[src/verilog/aims_pkg.sv]
// Package with register map, field layouts and source codes of the input mux select block.
`default_nettype none
package aims_pkg;
    // Register indexes; each register takes one aligned 32-bit word.
    localparam logic [7:0] ADDR_CHANNEL_SELECT = 8'hBB;
    localparam logic [7:0] ADDR_PIN_ENABLE     = 8'hBD;
    localparam logic [7:0] ADDR_PAIR_CONFIG    = 8'hBA;
    localparam logic [7:0] ADDR_HV_CONTROL     = 8'hD6;
    // Byte addresses used on APB (register index times four).
    localparam logic [11:0] APB_CHANNEL_SELECT = 12'h2EC;
    localparam logic [11:0] APB_PIN_ENABLE     = 12'h2F4;
    localparam logic [11:0] APB_PAIR_CONFIG    = 12'h2E8;
    localparam logic [11:0] APB_HV_CONTROL     = 12'h358;

    localparam logic [7:0] RESET_CHANNEL_SELECT = 8'h00;
    localparam logic [7:0] RESET_PIN_ENABLE     = 8'h00;
    localparam logic [3:0] RESET_PAIR_CONFIG    = 4'h0;
    localparam logic [3:0] RESET_HV_GAIN        = 4'h0;

    // Pair configuration bit positions, then the enable bit position of the HV control register.
    localparam int PAIR_AIN01  = 0;
    localparam int PAIR_AIN23  = 1;
    localparam int PAIR_HV     = 2;
    localparam int PAIR_PORT3  = 3;
    localparam int HV_ENABLE_BIT = 7;

    // Channel codes.
    localparam logic [3:0] CODE_EXT0  = 4'h0;
    localparam logic [3:0] CODE_EXT1  = 4'h1;
    localparam logic [3:0] CODE_EXT2  = 4'h2;
    localparam logic [3:0] CODE_EXT3  = 4'h3;
    localparam logic [3:0] CODE_HV    = 4'h4;
    localparam logic [3:0] CODE_AGND  = 4'h5;
    localparam logic [3:0] CODE_P3EV  = 4'h6;
    localparam logic [3:0] CODE_P3OD  = 4'h7;

    // Analog source identifiers presented to the switch matrix.
    typedef enum logic [3:0] {
        SRC_NONE,
        SRC_EXT0,
        SRC_EXT1,
        SRC_EXT2,
        SRC_EXT3,
        SRC_HV_AMP,
        SRC_AGND,
        SRC_P3_EVEN,
        SRC_P3_ODD,
        SRC_TEMP,
        SRC_HV_REF
    } aims_src_t;
endpackage
`default_nettype wire

[src/verilog/aims_cfg_if.sv]
// Interface carrying the stored configuration from the register file to the route decoder.
`timescale 1ns/1ns
`default_nettype none
interface aims_cfg_if;
    logic [3:0] channel_code;
    logic [3:0] pair_config;
    logic [7:0] pin_enable;
    logic [3:0] hv_gain;
    logic       hv_enable;
    modport regs (output channel_code, output pair_config, output pin_enable, output hv_gain, output hv_enable);
    modport route (input channel_code, input pair_config, input pin_enable, input hv_gain, input hv_enable);
endinterface
`default_nettype wire

[src/verilog/aims_top.sv]
// Top of the input mux select block: APB register file and decoded analog routing controls.
`timescale 1ns/1ns
`default_nettype none
module aims_top (
    // APB clock and reset
    input  wire logic          pclk,
    input  wire logic          presetn,
    // APB slave
    input  wire logic          psel,
    input  wire logic          penable,
    input  wire logic          pwrite,
    input  wire logic [11:0]   paddr,
    input  wire logic [31:0]   pwdata,
    input  wire logic [3:0]    pstrb,
    output logic [31:0]        prdata,
    output logic               pready,
    output logic               pslverr,
    // Analog switch controls
    output aims_pkg::aims_src_t pos_src,
    output aims_pkg::aims_src_t neg_src,
    output logic               differential,
    output logic [7:0]         pin_connect,
    output logic               even_group_active,
    output logic               odd_group_active,
    output logic [3:0]         hv_gain_field,
    output logic               hv_amp_enable
);
    aims_cfg_if cfg ();

    logic [3:0] channel_code;
    logic [7:0] pin_enable;
    logic [3:0] pair_config_reg;
    logic [3:0] hv_gain;
    logic       hv_enable;
    logic       access;
    logic       wr_en;
    logic       hit;
    logic [31:0] next_rdata;

    assign access = psel && penable;
    assign wr_en  = access && pwrite && pstrb[0];
    assign pready = 1'b1;

    // Address decode; an unmapped word reads zero and raises pslverr.
    always_comb begin
        hit        = 1'b1;
        next_rdata = 32'h0000_0000;
        if (paddr == aims_pkg::APB_CHANNEL_SELECT) begin
            next_rdata = {28'h000_0000, channel_code};
        end else if (paddr == aims_pkg::APB_PIN_ENABLE) begin
            next_rdata = {24'h00_0000, pin_enable};
        end else if (paddr == aims_pkg::APB_PAIR_CONFIG) begin
            next_rdata = {28'h000_0000, pair_config_reg};
        end else if (paddr == aims_pkg::APB_HV_CONTROL) begin
            next_rdata = {24'h00_0000, hv_enable, 3'h0, hv_gain};
        end else begin
            hit = 1'b0;
        end
    end

    // Zero-wait slave: read data is driven combinationally from the stored registers.
    assign prdata  = (access && !pwrite) ? next_rdata : 32'h0000_0000;
    assign pslverr = access && !hit;

    always_ff @(posedge pclk or negedge presetn) begin
        if (!presetn) begin
            channel_code <= aims_pkg::RESET_CHANNEL_SELECT[3:0];
        end else if (wr_en && paddr == aims_pkg::APB_CHANNEL_SELECT) begin
            channel_code <= pwdata[3:0];
        end
    end

    always_ff @(posedge pclk or negedge presetn) begin
        if (!presetn) begin
            pin_enable <= aims_pkg::RESET_PIN_ENABLE;
        end else if (wr_en && paddr == aims_pkg::APB_PIN_ENABLE) begin
            // Shared pins form a wired-OR; the hardware does not police it.
            pin_enable <= pwdata[7:0];
        end
    end

    always_ff @(posedge pclk or negedge presetn) begin
        if (!presetn) begin
            pair_config_reg <= aims_pkg::RESET_PAIR_CONFIG;
        end else if (wr_en && paddr == aims_pkg::APB_PAIR_CONFIG) begin
            pair_config_reg <= pwdata[3:0];
        end
    end

    always_ff @(posedge pclk or negedge presetn) begin
        if (!presetn) begin
            hv_gain   <= aims_pkg::RESET_HV_GAIN;
            hv_enable <= 1'b0;
        end else if (wr_en && paddr == aims_pkg::APB_HV_CONTROL) begin
            hv_gain   <= pwdata[3:0];
            hv_enable <= pwdata[aims_pkg::HV_ENABLE_BIT];
        end
    end

    assign cfg.channel_code = channel_code;
    assign cfg.pin_enable   = pin_enable;
    assign cfg.pair_config  = pair_config_reg;
    assign cfg.hv_gain      = hv_gain;
    assign cfg.hv_enable    = hv_enable;
    assign hv_gain_field    = hv_gain;
    assign hv_amp_enable    = hv_enable;

    aims_route u_route (
        .pclk              (pclk),
        .presetn           (presetn),
        .cfg               (cfg),
        .pos_src           (pos_src),
        .neg_src           (neg_src),
        .differential      (differential),
        .pin_connect       (pin_connect),
        .even_group_active (even_group_active),
        .odd_group_active  (odd_group_active)
    );
endmodule
`default_nettype wire

[src/verilog/aims_route.sv]
// Decoder from channel code and pair configuration to the positive and negative mux sources.
`timescale 1ns/1ns
`default_nettype none
module aims_route (
    // Clock and reset
    input  wire logic         pclk,
    input  wire logic         presetn,
    // Stored configuration
    aims_cfg_if.route         cfg,
    // Decoded selection
    output aims_pkg::aims_src_t pos_src,
    output aims_pkg::aims_src_t neg_src,
    output logic              differential,
    output logic [7:0]        pin_connect,
    output logic              even_group_active,
    output logic              odd_group_active
);
    aims_pkg::aims_src_t next_pos;
    aims_pkg::aims_src_t next_neg;
    logic                next_diff;
    logic [7:0]          next_pins;

    always_comb begin
        next_pos  = aims_pkg::SRC_NONE;
        next_neg  = aims_pkg::SRC_AGND;
        next_diff = 1'b0;
        if (cfg.channel_code[3]) begin
            next_pos = aims_pkg::SRC_TEMP;
        end else begin
            case (cfg.channel_code)
                aims_pkg::CODE_EXT0: begin
                    next_pos = aims_pkg::SRC_EXT0;
                    if (cfg.pair_config[aims_pkg::PAIR_AIN01]) begin
                        next_neg  = aims_pkg::SRC_EXT1;
                        next_diff = 1'b1;
                    end
                end
                aims_pkg::CODE_EXT1: begin
                    // Odd member of a differential pair selects nothing.
                    next_pos = cfg.pair_config[aims_pkg::PAIR_AIN01] ? aims_pkg::SRC_NONE
                                                                     : aims_pkg::SRC_EXT1;
                end
                aims_pkg::CODE_EXT2: begin
                    next_pos = aims_pkg::SRC_EXT2;
                    if (cfg.pair_config[aims_pkg::PAIR_AIN23]) begin
                        next_neg  = aims_pkg::SRC_EXT3;
                        next_diff = 1'b1;
                    end
                end
                aims_pkg::CODE_EXT3: begin
                    next_pos = cfg.pair_config[aims_pkg::PAIR_AIN23] ? aims_pkg::SRC_NONE
                                                                     : aims_pkg::SRC_EXT3;
                end
                aims_pkg::CODE_HV: begin
                    next_pos = aims_pkg::SRC_HV_AMP;
                    if (cfg.pair_config[aims_pkg::PAIR_HV]) begin
                        next_neg  = aims_pkg::SRC_HV_REF;
                        next_diff = 1'b1;
                    end
                end
                aims_pkg::CODE_AGND: begin
                    next_pos = cfg.pair_config[aims_pkg::PAIR_HV] ? aims_pkg::SRC_NONE
                                                                  : aims_pkg::SRC_AGND;
                end
                aims_pkg::CODE_P3EV: begin
                    next_pos = aims_pkg::SRC_P3_EVEN;
                    if (cfg.pair_config[aims_pkg::PAIR_PORT3]) begin
                        next_neg  = aims_pkg::SRC_P3_ODD;
                        next_diff = 1'b1;
                    end
                end
                default: begin
                    next_pos = cfg.pair_config[aims_pkg::PAIR_PORT3] ? aims_pkg::SRC_NONE
                                                                     : aims_pkg::SRC_P3_ODD;
                end
            endcase
        end
    end

    // Each pin switch follows its own enable bit; any mix is allowed.
    genvar g;
    generate
        for (g = 0; g < 8; g++) begin : g_pin
            assign next_pins[g] = cfg.pin_enable[g];
        end
    endgenerate

    // Outputs are registered so the analog switches see glitch-free controls.
    always_ff @(posedge pclk or negedge presetn) begin
        if (!presetn) begin
            pos_src      <= aims_pkg::SRC_EXT0;
            neg_src      <= aims_pkg::SRC_AGND;
            differential <= 1'b0;
            pin_connect  <= 8'h00;
        end else begin
            pos_src      <= next_pos;
            neg_src      <= next_neg;
            differential <= next_diff;
            pin_connect  <= next_pins;
        end
    end

    always_ff @(posedge pclk or negedge presetn) begin
        if (!presetn) begin
            even_group_active <= 1'b0;
            odd_group_active  <= 1'b0;
        end else begin
            // Even pins share one mux input, odd pins the other.
            even_group_active <= |{next_pins[6], next_pins[4], next_pins[2], next_pins[0]};
            odd_group_active  <= |{next_pins[7], next_pins[5], next_pins[3], next_pins[1]};
        end
    end
endmodule
`default_nettype wire

[config.mk]
export PLATFORM = sky130hd
export DESIGN_NAME = aims_top
export DESIGN_NICKNAME = d
export VERILOG_FILES = /design/src/verilog/aims_pkg.sv /design/src/verilog/aims_cfg_if.sv /design/src/verilog/aims_top.sv /design/src/verilog/aims_route.sv
export SDC_FILE = /design/constraint.sdc
export NUM_CORES = 1
export LEC_CHECK = 0
export ABC_AREA = 1
export BUFFER_PORTS_ARGS = -buffer_cell sky130_fd_sc_hd__clkbuf_2
export CORE_MARGIN = 2
export CORE_UTILIZATION = 49
export DETAILED_ROUTE_END_ITERATION = 12
export GPL_TIMING_DRIVEN = 0
export PLACE_DENSITY = 0.85
export SLEW_MARGIN = 20
export SYNTH_ARGS = -nofsm -noshare
export SYNTH_HDL_FRONTEND = slang
export SYNTH_HIERARCHICAL = 1
export SYNTH_SLANG_ARGS = --single-unit
[constraint.sdc]
create_clock -name pclk -period 3.18 [get_ports pclk]
set_input_delay 0.636 -clock pclk [delete_from_list [all_inputs] [get_ports pclk]]
set_output_delay 0.636 -clock pclk [all_outputs]
set_load 0.01 [all_outputs]
# [After elaboration in Yosys (flattened, before gate mapping)]
# Index checks and enable logic that the tools add are counted.
[word_totals] ff_bits=40 wordCells=62
[classes] n_eq_ne=10 n_mux=27 reduce_logical=14
[ops] op="$mux 32" count=2
[ops] op="$eq 12x10->1 const B" count=4
[ops] op="$pmux 4 s7" count=1
[ops] op="$mux 8" count=3
[ops] op="$mux 4" count=5
[ops] op="$pmux 4 s4" count=1
[ops] op="$eq 4x3->1 const B" count=3
[ops] op="$logic_and 1x1->1" count=9
[ops] op="$mux 1" count=9
[ops] op="$mux 3" count=3
[ops] op="$eq 4x2->1 const B" count=2
[ops] op="$reduce_or 4->1" count=2
[ops] op="$eq 4x1->1 const B" count=1
[ops] op="$logic_not 4->1" count=1
[ops] op="$mux 2" count=2
[ops] op="$pmux 1 s4" count=1
[ops] op="$logic_not 1->1" count=2

# [Longest topological paths before layout]
# Gate-level depths: netlist (run 1).
[logic_depth] word_depth=7 mapped_depth=10 depth_no_buf=9

# [By module]
# Netlist (run 1), hierarchy kept.
[modules_own_cells] mod="aims_top" instances=1 cells_per_inst=206 area_each_um2=1519.0
[modules_own_cells] mod="aims_route" instances=1 cells_per_inst=72 area_each_um2=700.7

# [Worst setup path after synthesis (run 1)]
# Ideal clock, no wire load.
[synth_timing] path_kind="input-to-output" from="in paddr[10]" to="out prdata[3]" arrival_time_ns=1.440 required_ns=2.544 path_slack_ns=1.104 stages=9 n_path_buf=1 cell_sequence="inv_1 nand2_2 nor2_4 nand2_1 inv_2 nand2_4 buf_6 o21ai_1 nor2_1"
[synth_between] elab_chain_cells=6 word_cells_on_any_way=9 cone_classes="eq/ne (4); mux (5)"
[synth_rtl] item="from (decl)" line="aims_top.sv:12" rtl="input wire logic [11:0] paddr,"
[synth_rtl] item="$eq 12x10->1" line="aims_top.sv:54" rtl="end else if (paddr == aims_pkg::APB_HV_CONTROL) begin"
[synth_rtl] item="$mux 8" line="aims_top.sv:54"
[synth_rtl] item="$mux 8" line="aims_top.sv:52" rtl="end else if (paddr == aims_pkg::APB_PAIR_CONFIG) begin"
[synth_rtl] item="$mux 8" line="aims_top.sv:50" rtl="end else if (paddr == aims_pkg::APB_PIN_ENABLE) begin"
[synth_rtl] item="$mux 32 *" line="aims_top.sv:48" rtl="if (paddr == aims_pkg::APB_CHANNEL_SELECT) begin"
[synth_rtl] item="$mux 32 *" line="aims_top.sv:62" rtl="assign prdata = (access && !pwrite) ? next_rdata : 32'h0000_0000;"
[synth_rtl] item="to (decl)" line="aims_top.sv:15" rtl="output logic [31:0] prdata,"
# Every way passes the cells marked *; elsewhere a longest branch is shown, timed or not.

# [Worst setup path after layout (run 1)]
[layout_timing] from="in paddr[2]" to="out prdata[3]"
# The elaborated chain is that of the path after synthesis.

==> out/metrics.yaml, run 1 <==
run_status:
  status: "finished clean"
global_route:
  grt_pass1_vias: 1723
  grt_pass1_wl_um: 7638
  grt.overflow.total: 0
  grt_max_degree: 40
  grtUsageTotal: 0.1943
  antenna_found_initial: 0
floorplanning:
  core_area_um2: 4354
  die-area_um2: 5084
  ios: 111
  die_x_um: 71.31
  die_y_um: 71.31
  num_rows: 24
  start_util: 0.5098
route:
  vias: 1915
  totalWireLength_um: 4691
  wire_per_inst_um: 11.22
  avgViaCountPerCell: 4.581
  antenna_left: 0
  drc_errors: 0
  dr.pass1.iters: 4
  drt_iter0_drc: 107
power_and_ir_drop:
  ir_worst_vdd_v: 0.0001772
  p_int_uw: 688.0
  share_comb_of_total_power: 0.105
  leakagePower_uw: 0.001634
  clkPwrFrac: 0.357
  p_sw_uw: 234.3
  seq_power_share: 0.538
  sw_frac_of_total: 0.2540
  powerDensity_nw_per_um2: 336.0
sta:
  worst_hold_slack_ns: 0.4283
  finClkSkew_ns: 0.004781
  fin_tns_setup_ns: 0
  finalHoldViolations: 0
  setup_ws_ns: 0.7913
  post-route-period-util: 0.7512
  setup_viol: 0
  rsz0062_at_grt: "false"
  fmax_mhz: 418.6
  layout_min_cycle_time_ns: 2.389
  worst_pin_slew_ns: 0.8247
  relSlewSlack: 0.4502
  slew_violations: 0
worst_setup_path:
  crit_path_start_kind: "input port"
  worstSetupPathType: "in2out"
  cp-end-kind: "primary output"
  r2r_start: "cfg.channel_code[0]"
  reg2regPathDepth: 4
  crit_path_max_fanout: 10
  rr_endpoint: "u_route/pos_src[2]"
  crit_arrival_ns: 1.75
  rrSetupSlack_ns: 2.06
  cp.required_ns: 2.54
yosys:
  ys_top_cells_by_area: "dfrtp_1 41%, nand2_1 12%, buf_4 8.8%"
  syn_avg_cell_area_um2: 7.984
  yosys.area.top_type: "dfrtp_1"
  ys_seq_elements: 39
  seq_area_frac_synth: 0.4414
  syn_inst: 278
  yosys_warnings: 6
  synth_top_area_share: 0.4059
  synthDistinctLibCells: 28
  netlist_area_um2: 2220
cts:
  cts_tree: "yes"
  postCtsHoldBufs: 0
  ctsResizeCount: 0
  cts_num_sinks: 39
  clk_pin_slew_ns: 0.08
  clock_latency_ns: 0.29
  cts_setup_buffers: 0
  cts-root-buf: "clkbuf_8"
  cts_made_buffers: 5
  clockBufferDepth: 2
  h-tree-depth: 2
flow_run:
  max_cap_violations: 0
finish:
  final_common_cell: "nand2_1"
  largest_registers: "cfg.pin_enable: 8 flops, u_route/pin_connect: 8 flops"
  layout_common_cells: "73 x nand2_1, 56 x clkbuf_2, 36 x dfrtp_1"
  final_nets: 418
  fin_cells: 418
  diodes: 0
  area_delta_synth_final_pct: 23.68
  final_area_um2: 2745
  drive_above_1_share: 0.3579
placement:
  place_area_um2: 2656
  routabilityCongestion: 0.8952
  io_buffer_count: 57
  place_ws_ns: 0.7927
  dp_hpwl_um: 3640
  dp.cells: 410
worst_hold_path:
  hp-start: "cfg.pin_enable[6]"
  min_path_cells: 0
  min_to: "u_route/pin_connect[6]"
  hold_path.class: "reg2reg"
==> area by class of cell <==
cell class	instances	area, um^2
timing repair buffer	57	285.3
inverter	29	113.9
sequential	39	979.7
clock buffer	5	68.82
tap	52	65.06
buffer	30	226.5
fill	385	1609
multi-input combinational	203	985.9
clock inverter	3	20.02
==> cell usage after synthesis, drive strengths merged <==
master and count:
o21ai 23, o211ai 1, dfstp 3, conb 3, nor3 1, a21oi 1, clkbuf 1, and2 1
nand2 81, inv 29, dfrtp 36, nand3b 2, nor2 38, nand3 20, o31ai 1, nand4 8
buf 29
==> stage by stage <==
step                        util  power [uW]
after floorplan                -       567.5
after global placement    0.6101       600.6
after detailed placement  0.6101       602.1
after CTS                 0.6305       930.9
after global routing      0.6305       958.7
final                     0.6305       922.3
==> layer usage <==
| metal | global-route usage | routed length, um | vias up |
|---|---|---|---|
| li1 | - | - | 994 |
| met5 | 0 | 0 | - |
| met4 | 0.07128 | 82 | 0 |
| met1 | 0.2344 | 1962 | 844 |
| met3 | 0.04782 | 327 | 8 |
| met2 | 0.3364 | 2319 | 69 |
==> power by group through the flow <==
stage | Clock (uW) | Combinational, uW | Sequential [uW]
after floorplan | 0 | 61.2 | 506
after global placement | 0 | 94.5 | 506
after detailed placement | 0 | 96.0 | 506
after CTS | 338 | 96.1 | 496
after global routing | 355 | 108 | 496
final | 329 | 96.7 | 496
==> critical path, stage by stage <==
cell      delay (ns)
clkbuf_2        0.10
inv_2           0.06
nand2_1         0.05
nor2_1          0.16
buf_2           0.24
nand4_1         0.10
nand2_1         0.09
nor2_1          0.04
nor2_1          0.12
clkbuf_2        0.15
==> cell families (layout without fill, tap and decap cells) <==
group	after synthesis	after routing	share of synthesized area
DFF	39	39	0.4414
AOI/OAI and AO/OA	26	26	0.06764
and+or+nand+nor	151	151	0.3326
other	3	26	0.005073
buffers and inverters	59	124	0.1533
==> worst max path at each step <==
stage	startpoint	end	slack, ns
final	paddr[2]	prdata[3]	0.79
after global routing	paddr[10]	prdata[3]	0.64
after CTS	paddr[2]	prdata[3]	0.79
after detailed placement	paddr[2]	prdata[3]	0.79
after global placement	paddr[2]	prdata[3]	0.82
after floorplan	paddr[10]	prdata[3]	1.10
Power figures use the tool's default switching activity.
==> run 2, diff against run 1 <==
- CORE_UTILIZATION: 49 -> 46
- PLACE_DENSITY: 0.85 -> 0.8
- clock period: 3.18 -> 2.5 ns (I/O delays scaled with it)
==> run 2 against run 1 <==
Register-to-register slack got worse by 0.68 ns. Final cell count increased by 0.48%. Clock skew increased by 0.0018 ns. Via count increased by 3.8%. Global-route usage decreased by 0.66 points.
==> out/metrics.yaml, run 2 (synthesis results as in run 1) <==
finish:
  drive_above_1_share: 0.3579  # unchanged
  n_fill_cell: 422  # was 385
  final_area_um2: 2743  # was 2745 um^2
  area_delta_synth_final_pct: 23.56  # was 23.68%
  largest_registers: "cfg.pin_enable: 8 flops, u_route/pin_connect: 8 flops"  # unchanged
  final_common_cell: "nand2_1"  # unchanged
  multi_input_area_um2: 985.9  # unchanged
  regArea_um2: 979.7  # unchanged
  final_util: 0.5845  # was 0.6305
  final_nets: 418  # unchanged
  layout_common_cells: "73 x nand2_1, 57 x clkbuf_2, 36 x dfrtp_1"  # was 73 x nand2_1, 56 x clkbuf_2, 36 x dfrtp_1
  diodes: 0  # unchanged
placement:
  io_buffer_count: 57  # unchanged
  routabilityCongestion: 0.8577  # was 0.8952
  place_area_um2: 2659  # was 2656 um^2
  dp_hpwl_um: 3626  # was 3640 um
worst_setup_path:
  worstSetupPathType: "in2out"  # unchanged
  cp.required_ns: 2.00  # was 2.54 ns
  crit_start: "paddr[2]"  # unchanged
  crit_path_start_kind: "input port"  # unchanged
  crit_path_max_fanout: 10  # unchanged
  cp-end-kind: "primary output"  # unchanged
  crit_arrival_ns: 1.64  # was 1.75 ns
  r2r_start: "cfg.channel_code[0]"  # unchanged
route:
  wl_met3_um: 333  # was 327 um
  avgViaCountPerCell: 4.731  # was 4.581
  drc_errors: 0  # unchanged
  vias: 1987  # was 1915
  antenna_left: 0  # unchanged
  drt_iter0_drc: 99  # was 107
  highest_layer: "met4"  # unchanged
  totalWireLength_um: 4731  # was 4691 um
  routedLengthMet1_um: 1982  # was 1962 um
  dr.pass1.iters: 4  # unchanged
  wire_per_inst_um: 11.26  # was 11.22 um
  wl_met2_um: 2325  # was 2319 um
sta:
  slew_violations: 0  # unchanged
  fmax_mhz: 468.0
  post-route-period-util: 0.8547
  fin_tns_setup_ns: 0  # unchanged
  finClkSkew_ns: 0.006624  # was 0.004781 ns
  finalHoldViolations: 0  # unchanged
  setup_viol: 0  # unchanged
  layout_min_cycle_time_ns: 2.137
  rsz0062_at_grt: "false"  # unchanged
  relSlewSlack: 0.3693  # was 0.4502
  worst_pin_slew_ns: 0.9461  # was 0.8247 ns
global_route:
  antenna_found_initial: 0  # unchanged
  grt_max_degree: 40  # unchanged
  grtUsageTotal: 0.1877  # was 0.1943
  grt.overflow.total: 0  # unchanged
  grt_pass1_vias: 1807  # was 1723
  grt_pass1_wl_um: 7810  # was 7638 um
floorplanning:
  die-area_um2: 5397  # was 5084 um^2
  die_x_um: 73.47  # was 71.31 um
  ios: 111  # unchanged
  num_rows: 25  # was 24
  start_util: 0.4731  # was 0.5098
  die_y_um: 73.47  # was 71.31 um
  core_area_um2: 4692  # was 4354 um^2
cts:
  h-tree-depth: 2  # unchanged
  postCtsHoldBufs: 0  # unchanged
  clockBufferDepth: 2  # unchanged
  cts-root-buf: "clkbuf_8"  # unchanged
  cts_made_buffers: 5  # unchanged
  cts_tree: "yes"  # unchanged
  ctsResizeCount: 0  # unchanged
  cts_setup_buffers: 0  # unchanged
  clock_latency_ns: 0.29  # about the same
  clk_pin_slew_ns: 0.07  # was 0.08 ns
  cts_num_sinks: 39  # unchanged
run_status:
  status: "finished clean"  # unchanged
power_and_ir_drop:
  share_comb_of_total_power: 0.106  # was 0.105
  p_sw_uw: 289.8  # was 234.3 uW
  seq_power_share: 0.544  # was 0.538
  p_total_uw: 1162  # was 922.3 uW
  powerDensity_nw_per_um2: 423.7  # was 336.0 nW/um^2
  ir_worst_vdd_v: 0.0002967  # was 0.0001772 V
  sw_frac_of_total: 0.2494  # was 0.2540
  leakagePower_uw: 0.001642  # was 0.001634 uW
  p_int_uw: 872.2  # was 688.0 uW
  clkPwrFrac: 0.351  # was 0.357
flow_run:
  max_cap_violations: 0  # unchanged
worst_hold_path:
  hold_path.class: "in2async"  # was reg2reg
==> run 2: cell types whose count changed in the layout (fill, tap and decap cells not counted), sizes merged <==
cell      delta
buf          -1
clkbuf       +1
clkinv       +2
clkinvlp     -2
==> run 2: metrics by stage <==
step                      worst slack, ns  hold WS [ns]  instances
after global placement             0.3966        0.4072        412
final                              0.3633        0.3450        420
after global routing               0.2377        0.4152        420
after detailed placement           0.3780        0.4091        412
after floorplan                    0.6963        0.2044        301
after CTS                          0.3748        0.3722        420
==> run 2: critical path, cell delays in order <==
cell and delay, ns:
clkbuf_2 0.11, inv_2 0.06, nand2_1 0.04, nor2_1 0.15
buf_2 0.24, nand4_1 0.12, nand2_1 0.09, nor2_1 0.05
nor2_1 0.12, clkbuf_2 0.16
==> run 2: power by group through the flow <==
stage	Sequential [uW]	Combinational (uW)	Clock, uW
2_1_floorplan	644	77.8	0
4_1_cts	632	122	418
5_1_grt	631	138	451
6_report	632	123	408
3_5_place_dp	644	122	0
3_3_place_gp	644	120	0
==> run 2: cell type report <==
type,count,share of cell area
Clock buffer,5,0.02509
Buffer,30,0.08257
Clock inverter,3,0.005474
Timing Repair Buffer,57,0.1040
Tap cell,54,0.02464
Inverter,29,0.04151
Sequential cell,39,0.3572
Multi-Input combinational cell,203,0.3595
==> run 2: routing by layer <==
metal	track usage	up-vias
li1	-	995
met1	0.2441	897
met2	0.3006	84
met3	0.05075	11
met4	0.06667	0
met5	0	-
==> run 2: final timing paths <==
path                                                to  slack, ns  cells past startpoint
worst min-delay path                u_route/pos_src[2]       0.34                      1
worst max-delay path                         prdata[0]       0.36                     10
worst max register to register      u_route/pos_src[2]       1.38                      4
max in group asynchronous         u_route/differential       1.57                      1
worst min register to register  u_route/pin_connect[6]       0.43                      0
min in group pclk                    cfg.pin_enable[6]       0.43                      3
==> run 3, diff against run 2 <==
- CORE_ASPECT_RATIO: not set -> 2
- PLACE_DENSITY: 0.8 -> 0.81
- SYNTH_HIERARCHICAL: 1 -> not set
==> run 3 against run 2 <==
Flip-flop and latch count did not move. Worst setup slack improved by 0.021 ns. Routed wire length down 0.70%. Synthesized cell count is 5.8% lower. Total power rose by 18%. Critical path depth unchanged. Sequential power about the same. Combinational power up 3%. Register-to-register slack worse by 0.18 ns. Clock power up 51%. Count of clock-buffer cells in the layout is 1 higher. Critical path type unchanged. Critical endpoint unchanged. Highest routed layer unchanged.
==> out/metrics.yaml, run 3 <==
run_status:
  status: "finished clean"  # unchanged
route:
  dr.pass1.iters: 4  # unchanged
  antenna_left: 0  # unchanged
  avgViaCountPerCell: 4.682  # was 4.731
  drt_iter0_drc: 45  # was 99
  totalWireLength_um: 4698  # was 4731 um
  wire_per_inst_um: 11.57  # was 11.26 um
  drc_errors: 0  # unchanged
  vias: 1901  # was 1987
floorplanning:
  core_area_um2: 4598  # was 4692 um^2
  start_util: 0.4803  # was 0.4731
  die_y_um: 102.0  # was 73.47 um
  num_rows: 35  # was 25
  ios: 111  # unchanged
  die_x_um: 53.00  # was 73.47 um
  die-area_um2: 5405  # was 5397 um^2
global_route:
  grt_pass1_wl_um: 7583  # was 7810 um
  grt_pass1_vias: 1809  # was 1807
  grt_max_degree: 40  # unchanged
  antenna_found_initial: 0  # unchanged
  grt.overflow.total: 0  # unchanged
  grtUsageTotal: 0.1909  # was 0.1877
finish:
  largest_registers: "cfg.pin_enable: 8 flops, u_route.pin_connect: 8 flops"  # was cfg.pin_enable: 8 flops, u_route/pin_connect: 8 flops
  n_fill_cell: 432  # was 422
  area_delta_synth_final_pct: 26.12  # was 23.56%
  final_util: 0.6057  # was 0.5845
  diodes: 0  # unchanged
  multi_input_area_um2: 954.7  # was 985.9 um^2
  final_nets: 403  # was 418
  drive_above_1_share: 0.3675  # was 0.3579
  final_common_cell: "clkbuf_2"  # was nand2_1
  regArea_um2: 979.7  # unchanged
  layout_common_cells: "57 x clkbuf_2, 55 x nand2_1, 36 x dfrtp_1"  # was 73 x nand2_1, 57 x clkbuf_2, 36 x dfrtp_1
sta:
  fmax_mhz: 472.7  # was 468.0 MHz
  rsz0062_at_grt: "false"  # unchanged
  fin_tns_setup_ns: 0  # unchanged
  slew_violations: 0  # unchanged
  layout_min_cycle_time_ns: 2.115  # was 2.137 ns
  post-route-period-util: 0.8462  # was 0.8547
  worst_pin_slew_ns: 0.9349  # was 0.9461 ns
  finalHoldViolations: 0  # unchanged
  finClkSkew_ns: 0.005377  # was 0.006624 ns
  relSlewSlack: 0.3768  # was 0.3693
  setup_viol: 0  # unchanged
yosys:
  yosys_warnings: 0  # was 6
  synth-main-ff-cell: "dfrtp_1"  # unchanged
  syn_avg_cell_area_um2: 8.429  # was 7.984 um^2
  seq_area_frac_synth: 0.4436  # was 0.4414
  ys_seq_elements: 39  # unchanged
  synth_commonest_cells: "55 x nand2_1, 36 x dfrtp_1, 32 x inv_1"  # was 73 x nand2_1, 36 x dfrtp_1, 28 x nor2_1
  synth.most_common_cell: "nand2_1"  # unchanged
  async_reset_ff_frac: 1.000  # unchanged
  ys_top_cells_by_area: "dfrtp_1 41%, buf_4 9.5%, nand2_1 9.3%"  # was dfrtp_1 41%, nand2_1 12%, buf_4 8.8%
  synth_top_area_share: 0.4079  # was 0.4059
  yosys.area.top_type: "dfrtp_1"  # unchanged
  netlist_area_um2: 2208  # was 2220 um^2
  synthDistinctLibCells: 26  # was 28
  synth_edf_count: 0  # unchanged
  syn_inst: 262  # was 278
cts:
  h-tree-depth: 2  # unchanged
  clockBufferDepth: 2  # unchanged
  ctsResizeCount: 0  # unchanged
  cts_setup_buffers: 0  # unchanged
  cts_made_buffers: 5  # unchanged
  clock_latency_ns: 0.29  # about the same
  cts_num_sinks: 39  # unchanged
  cts-root-buf: "clkbuf_8"  # unchanged
  cts_tree: "yes"  # unchanged
  clk_pin_slew_ns: 0.08  # was 0.07 ns
  postCtsHoldBufs: 0  # unchanged
placement:
  io_buffer_count: 57  # unchanged
  dp_hpwl_um: 3879  # was 3626 um
  routabilityCongestion: 0.8467  # was 0.8577
worst_setup_path:
  crit_chain: "clkbuf_2, nor2_4, inv_1, nor2_4, buf_4, nand3_1, nand2_1, nor2_1, nor2_1, clkbuf_2"  # was clkbuf_2, inv_2, nand2_1, nor2_1, buf_2, nand4_1, nand2_1, nor2_1, nor2_1, clkbuf_2
  crit_path_start_kind: "input port"  # unchanged
  cp_slowest_cell: "buf_4"  # was buf_2
  crit_start: "paddr[11]"  # was paddr[2]
  crit_path_max_fanout: 10  # unchanged
  r2r_start: "cfg.channel_code[0]"  # unchanged
  cp.required_ns: 2.00  # about the same
  cp-end-kind: "primary output"  # unchanged
  critPathMaxStageDelay_ns: 0.18  # was 0.24 ns
  crit_arrival_ns: 1.62  # was 1.64 ns
  worstSetupPathType: "in2out"  # unchanged
worst_hold_path:
  hold_path.class: "in2async"  # unchanged
power_and_ir_drop:
  powerDensity_nw_per_um2: 494.2  # was 423.7 nW/um^2
  leakagePower_uw: 0.001574  # was 0.001642 uW
  p_total_uw: 1376  # was 1162 uW
  ir_worst_vdd_v: 0.0003730  # was 0.0002967 V
flow_run:
  max_cap_violations: 0  # unchanged
==> run 3: kinds of logic after synthesis <==
family / after synthesis / share of synthesized area
other cells: 2 / 0.003401
simple gates: 122 / 0.2918
compound gates: 34 / 0.09632
flops: 39 / 0.4436
buf+inv: 65 / 0.1649
==> run 3: metal layers <==
layer	wire length (um)	vias up	track usage
li1	-	950	-
met1	1608	859	0.1789
met2	2669	75	0.3577
met3	240	17	0.03801
met4	179	0	0.1164
met5	0	-	0
==> run 3: cell type report <==
type,count,area share
tap,55,0.02471
buffer,30,0.08356
sequential,39,0.3518
inverter,35,0.04717
multi-input combinational,182,0.3428
clock buffer,6,0.02606
clock inverter,2,0.02156
timing repair buffer,57,0.1024
==> run 3: report_power, final <==
group	total, uW	internal (uW)	switching (uW)
Sequential	631	631	0.355
Combinational	127	51.8	75.6
Clock	618	399	219
Total	1380	1080	295
==> run 3: critical path, delay by kind of cell <==
| kind | cells | cell delay [ns] |
|---|---|---|
| AND/OR/NAND/NOR | 6 | 0.62 |
| buffers and inverters | 4 | 0.50 |
==> run 3: metrics by stage <==
stage / std cells / worst slack, ns / hold WS [ns] / cell area [um^2]
global placement: 398 / 0.3827 / 0.3816 / 2653
global route: 406 / 0.3054 / 0.4113 / 2785
CTS: 406 / 0.3691 / 0.3738 / 2785
finish: 406 / 0.3846 / 0.3366 / 2785
floorplan: 286 / 0.6747 / 0.2044 / 2298
detailed placement: 398 / 0.3725 / 0.3847 / 2653
==> run 3: worst paths after layout <==
kind | endpoint | slack (ns) | depth (start not counted)
worst max-delay path | prdata[0] | 0.38 | 10
worst min-delay path | u_route.pos_src[2] | 0.34 | 1
worst max register to register | u_route.neg_src[1] | 1.20 | 7
worst min register to register | u_route.pin_connect[4] | 0.40 | 0
max in group asynchronous | u_route.pin_connect[7] | 1.59 | 1
min in group pclk | u_route.pin_connect[4] | 0.40 | 0
